--- src/hpbs_pkg.sv ---
package hpbs_pkg;
  // ****************************************
  // host register selects
  // ****************************************
  localparam logic [1:0] HPBS_SEL_CTRL = 2'h0;
  localparam logic [1:0] HPBS_SEL_ADDR_INC = 2'h1;
  localparam logic [1:0] HPBS_SEL_ADDR = 2'h2;
  localparam logic [1:0] HPBS_SEL_DATA = 2'h3;
  // ****************************************
  // strap positions and defaults
  // ****************************************
  localparam int HPBS_POS_ENDIAN = 8;
  localparam int HPBS_POS_LANE = 12;
  localparam int HPBS_POS_BOOT = 3;
  localparam logic HPBS_RST_ENDIAN = 1'h1;
  localparam logic HPBS_RST_LANE = 1'h1;
  localparam logic [1:0] HPBS_RST_BOOT = 2'h1;
  localparam logic [1:0] HPBS_BOOT_HOST = 2'h0;
  localparam logic [1:0] HPBS_BOOT_ROM8 = 2'h1;
  localparam logic [1:0] HPBS_BOOT_ROM16 = 2'h2;
  localparam logic [1:0] HPBS_BOOT_ROM32 = 2'h3;
  localparam logic [1:0] HPBS_LANE_LOW = 2'h0;
  localparam logic [1:0] HPBS_LANE_HIGH = 2'h3;
  localparam logic [15:0] HPBS_RST_WORD = 16'h0000;
endpackage : hpbs_pkg

--- src/hpbs_strap.sv ---
`timescale 1ns/100ps
`default_nettype none
module hpbs_strap (
  // clock and reset
  input wire logic clk,
  input wire logic rstn,
  // strap pins
  input wire logic [15:0] pins_in,
  // decoded modes
  output logic little_endian,
  output logic lane_fix,
  output logic [1:0] boot_mode
);
  import hpbs_pkg::*;
  logic rst_seen;
  // ****************************************
  // capture at release
  // ****************************************
  // straps are taken on the first edge after release, never under reset
  always_ff @(posedge clk) begin
    if (!rstn) begin
      rst_seen <= 1'b1;
    end else begin
      rst_seen <= 1'b0;
    end
  end
  always_ff @(posedge clk) begin
    if (!rstn) begin
      little_endian <= HPBS_RST_ENDIAN;
      lane_fix <= HPBS_RST_LANE;
      boot_mode <= HPBS_RST_BOOT;
    end else if (rst_seen) begin
      little_endian <= pins_in[HPBS_POS_ENDIAN];
      lane_fix <= pins_in[HPBS_POS_LANE];
      boot_mode <= pins_in[HPBS_POS_BOOT +: 2];
    end
  end
endmodule : hpbs_strap
`default_nettype wire

--- src/hpbs_host_port.sv ---
`timescale 1ns/100ps
`default_nettype none
module hpbs_host_port (
  // clock and reset
  input wire logic clk,
  input wire logic rstn,
  // host control inputs, active low strobes
  input wire logic host_reg_select_hi,
  input wire logic host_reg_select_lo,
  input wire logic halfword_order_select,
  input wire logic host_rw_select,
  input wire logic host_addr_strobe_n,
  input wire logic host_chip_select_n,
  input wire logic host_data_strobe_a_n,
  input wire logic host_data_strobe_b_n,
  // host data bus, three signals
  input wire logic [15:0] host_data_bus_in,
  output logic [15:0] host_data_bus_out,
  output logic host_data_bus_oe,
  // core side
  input wire logic irq_req,
  input wire logic [31:0] core_rd_word,
  output logic host_irq_out,
  output logic [1:0] access_reg,
  output logic access_second_half,
  output logic access_write,
  output logic access_strobe,
  output logic [15:0] access_wdata,
  // strap outcomes
  output logic little_endian,
  output logic [1:0] narrow_lane,
  output logic [1:0] boot_mode,
  output logic boot_from_host,
  output logic [1:0] rom_width_code
);
  import hpbs_pkg::*;
  typedef enum logic [2:0] {
    HPBS_IDLE = 3'b001,
    HPBS_ACT = 3'b010,
    HPBS_DONE = 3'b100
  } hpbs_state_t;
  hpbs_state_t state;
  logic strb;
  logic [1:0] lat_sel;
  logic lat_hw;
  logic s_le;
  logic s_lane;
  logic [1:0] s_boot;
  logic [1:0] cur_sel;
  logic cur_hw;
  logic as_prev;
  logic lat_use;

  // selects are latched on the address strobe, else used live
  function automatic logic [1:0] hpbs_lane(input logic fix, input logic le);
    hpbs_lane = (!fix || le) ? HPBS_LANE_LOW : HPBS_LANE_HIGH;
  endfunction : hpbs_lane

  // ****************************************
  // strap capture
  // ****************************************
  hpbs_strap u_strap (
    .clk(clk),
    .rstn(rstn),
    .pins_in(host_data_bus_in),
    .little_endian(s_le),
    .lane_fix(s_lane),
    .boot_mode(s_boot)
  );
  always_ff @(posedge clk) begin
    if (!rstn) begin
      little_endian <= HPBS_RST_ENDIAN;
      narrow_lane <= HPBS_LANE_HIGH;
      boot_mode <= HPBS_RST_BOOT;
      boot_from_host <= 1'b0;
      rom_width_code <= HPBS_RST_BOOT;
    end else begin
      little_endian <= s_le;
      narrow_lane <= hpbs_lane(s_lane, s_le);
      boot_mode <= s_boot;
      boot_from_host <= (s_boot == HPBS_BOOT_HOST);
      rom_width_code <= s_boot;
    end
  end

  // ****************************************
  // host access decode
  // ****************************************
  assign strb = !host_chip_select_n &&
                (!host_data_strobe_a_n ^ !host_data_strobe_b_n);
  // strobe history idles high, so leaving reset gives no false fall
  always_ff @(posedge clk) begin
    if (!rstn) begin
      as_prev <= 1'b1;
    end else begin
      as_prev <= host_addr_strobe_n;
    end
  end
  always_ff @(posedge clk) begin
    if (!rstn) begin
      lat_sel <= HPBS_SEL_CTRL;
      lat_hw <= 1'b0;
    end else if (!host_addr_strobe_n && as_prev) begin
      lat_sel <= {host_reg_select_hi, host_reg_select_lo};
      lat_hw <= halfword_order_select;
    end
  end
  // live selects until the strobe has fallen; tied high keeps them live
  assign lat_use = !host_addr_strobe_n && !as_prev;
  assign cur_sel = lat_use ? lat_sel :
                   {host_reg_select_hi, host_reg_select_lo};
  assign cur_hw = lat_use ? lat_hw : halfword_order_select;
  always_ff @(posedge clk) begin
    if (!rstn) begin
      state <= HPBS_IDLE;
    end else begin
      case (state)
        HPBS_IDLE: if (strb) state <= HPBS_ACT;
        HPBS_ACT: state <= HPBS_DONE;
        HPBS_DONE: if (!strb) state <= HPBS_IDLE;
        default: state <= HPBS_IDLE;
      endcase
    end
  end
  always_ff @(posedge clk) begin
    if (!rstn) begin
      access_reg <= HPBS_SEL_CTRL;
      access_second_half <= 1'b0;
      access_write <= 1'b0;
      access_strobe <= 1'b0;
      access_wdata <= HPBS_RST_WORD;
    end else begin
      access_strobe <= (state == HPBS_IDLE) && strb;
      if ((state == HPBS_IDLE) && strb) begin
        access_reg <= cur_sel;
        access_second_half <= cur_hw;
        access_write <= !host_rw_select;
        access_wdata <= host_data_bus_in;
      end
    end
  end

  // ****************************************
  // data bus drive and interrupt
  // ****************************************
  // reads drive the bus from the edge after the strobe comes in until the edge after it ends, never during reset
  always_ff @(posedge clk) begin
    if (!rstn) begin
      host_data_bus_oe <= 1'b0;
      host_data_bus_out <= HPBS_RST_WORD;
    end else begin
      host_data_bus_oe <= strb && host_rw_select;
      host_data_bus_out <= cur_hw ? core_rd_word[31:16]
                                  : core_rd_word[15:0];
    end
  end
  always_ff @(posedge clk) begin
    if (!rstn) begin
      host_irq_out <= 1'b0;
    end else begin
      host_irq_out <= irq_req;
    end
  end
endmodule : hpbs_host_port
`default_nettype wire

--- config.mk ---
export PLATFORM = sky130hd
export DESIGN_NAME = hpbs_host_port
export DESIGN_NICKNAME = d
export VERILOG_FILES = /design/src/hpbs_pkg.sv /design/src/hpbs_strap.sv /design/src/hpbs_host_port.sv
export SDC_FILE = /design/constraint.sdc
export NUM_CORES = 1
export LEC_CHECK = 0
export BUFFER_PORTS_ARGS = -buffer_cell sky130_fd_sc_hd__buf_2
export CORE_UTILIZATION = 48
export CTS_CLUSTER_SIZE = 40
export DETAILED_ROUTE_END_ITERATION = 10
export PLACE_DENSITY = 0.88
export SYNTH_ARGS = -nofsm -noshare
export SYNTH_HDL_FRONTEND = slang
export SYNTH_SLANG_ARGS = --single-unit
--- constraint.sdc ---
create_clock -name clk -period 3.2 [get_ports clk]
set_clock_uncertainty 0.15 [all_clocks]
set_input_delay 0.48 -clock clk [delete_from_list [all_inputs] [get_ports clk]]
set_output_delay 0.48 -clock clk [all_outputs]
set_load 0.02 [all_outputs]
==> results.py <==
metrics = {
    "final_layout": {
        "layout_common_cells": "buf_2, dfxtp_1, o21ai_0, a21oi_1, nand3_1",
        "layout_commonest_cell": "buf_2",
        "fin_area_um2": 2800,
        "fill_cells": 340,
        "final_core_util_pct": 68.1,
        "reg_top3": "access_wdata (16), host_data_bus_out (16), state (3)",
        "layout-drive-gt1-share_pct": 38.2,
        "final_cells": 380,
        "layout-area-overhead-vs-synth_pct": 31.7,
        "final_nets": 388,
        "diodes": 0,
    },
    "floorplan": {
        "num_rows": 23,
        "core_area_um2": 4120,
        "die_x_um": 68.6,
        "initial_core_util_pct": 51.7,
        "fp.dieH_um": 68.6,
        "die_area_um2": 4700,
        "pin_count": 106,
    },
    "detailed_routing": {
        "ant_nets": 0,
        "detailroute.via_count": 2127,
        "wire_per_inst_um": 14.7,
        "viasPerCell": 5.60,
        "dr.first_iter.drc_count": 164,
        "drt_wl_total_um": 5570,
        "drt_first_pass_iters": 4,
        "drc": 0,
    },
    "place": {
        "dp_slack_ps": 1180,
        "dpl.hpwl_um": 3830,
        "postPlaceCellArea_um2": 2640,
        "place.port_buffers": 105,
        "routabilityCongestion": 0.725,
        "dp_cells": 372,
    },
    "yosys": {
        "netlist_instances": 236,
        "synth-async-reset-ratio_pct": 0,
        "ys_types": 34,
        "synth_nets": 295,
        "avgSynthCellArea_um2": 9.01,
        "yosys_most_used_dff": "dfxtp_1",
        "synth_seq_cells": 56,
        "yosysSeqAreaShare_pct": 52.7,
        "syn-cell-area_um2": 2130,
        "synth_edf_count": 0,
        "yosys_warnings": 0,
    },
    "pwr": {
        "power_mw": 1.62,
        "p_per_area_nw_per_um2": 578,
        "ir_worst_vdd_mv": 0.315,
        "p_leak_nw": 1.29,
    },
    "critical_path": {
        "start_kind": "register",
        "arrival_ps": 1900,
        "crit_fanout": 24,
        "critPathCaptureType": "register",
        "cp.required_ps": 3270,
        "worstSetupPathType": "register to register",
    },
    "cts": {
        "htreeDepth": 2,
        "clkSlewWorstSetupHoldPaths_ps": 100,
        "hold_buffers": 0,
        "clock-sinks": 56,
        "postCtsSetupRepairBufs": 0,
        "clk_latency_ps": 310,
        "cts_buffers": 5,
        "clk_path_buf_depth": 2,
        "cts_root_buf": "clkbuf_8",
        "cts_tree": "yes",
        "post_cts_resized": 0,
    },
    "timing": {
        "rsz0062_at_grt": "no",
        "setup_ws_ps": 1370,
        "setup_violations": 0,
        "final.setup.tns_ps": 0,
        "whs_ps": 232,
        "finalCritPeriodShare_pct": 57.1,
        "drv_slew": 0,
        "slew_headroom_pct": 42.7,
        "min_period_ps": 1830,
        "timing.fmax_mhz": 547,
        "hold_viol": 0,
        "worstMarginPinSlew_ps": 856,
    },
    "global_route": {
        "grt_pass1_wl_um": 8390,
        "grt_max_degree": 30,
        "antenna_found_initial": 0,
        "grt_pass1_vias": 1890,
        "grt_usage_pct": 24.2,
        "grt_remaining_overflow": 0,
    },
    "outcome": {
        "outcome": "finished clean",
    },
    "run": {
        "cap_violations": 0,
    },
    "hold_path": {
        "min_path_type": "primary input to register",
    },
}
-- worst paths after layout --
check,start,end,slack [ps],cells past startpoint
setup reg to reg,state[0]$_SDFFE_PN1P_,access_write$_SDFFE_PN0P_,1370,3
setup / recovery,state[0]$_SDFFE_PN1P_,access_write$_SDFFE_PN0P_,1370,3
hold / removal,irq_req,host_irq_out$_SDFF_PN0_,230,2
hold reg to reg,u_strap.boot_mode[1]$_SDFFE_PN0P_,boot_from_host$_SDFF_PN0_,290,1
-- cell families after synthesis --
kind of cell | synth area share, %
xor+xnor | 0.824
mux | 2.82
simple gates | 17.5
compound gates | 20.6
buf+inv | 5.53
flops | 52.7
-- power by group --
| part | total (mW) | internal [mW] | switching [mW] | leakage, nW |
|---|---|---|---|---|
| logic | 0.244 | 0.0947 | 0.149 | 0.747 |
| registers | 0.759 | 0.739 | 0.0201 | 0.461 |
| clock network | 0.616 | 0.391 | 0.225 | 0.0784 |
| total | 1.62 | 1.22 | 0.394 | 1.29 |
-- cells in the mapped netlist, types with 2 or more instances --
cell	count	area share (%)
or3b_2	4	1.6
nand3_1	32	7.5
mux2i_1	6	2.8
nand2b_1	4	1.2
buf_4	3	1.1
buf_2	4	0.94
nor3_1	2	0.47
a21oi_1	36	8.5
and2_1	2	0.59
nor4_1	3	0.88
nand2_1	4	0.71
clkbuf_1	14	2.5
nor2_1	7	1.2
o21ai_0	39	9.2
dfxtp_1	56	53
o211ai_1	2	0.71
-- routing by layer --
metal | global-route usage [%] | share of wire, %
met5 | 0 | 0
met4 | 11.2 | 2.2
met3 | 4.61 | 5.7
met2 | 40.2 | 51
met1 | 30.1 | 41
-- final cells by class --
cell class              instances  area, um^2  share of cell area (%)
clock buffers                   5        68.8                    2.46
clock inverters                 3        90.1                    3.22
inverters                       2        7.51                   0.268
multi-input cells             155         896                    32.0
flip-flops and latches         56        1120                    40.0
well taps                      50        62.6                    2.23
repair buffers                109         556                    19.8
-- critical path, cell delays in order (launching register included) --
cell     delay, ps
dfxtp_1        440
or4b_4         630
or3_1          360
a21oi_1        160
Note: power is estimated with default switching activity, not from simulation.
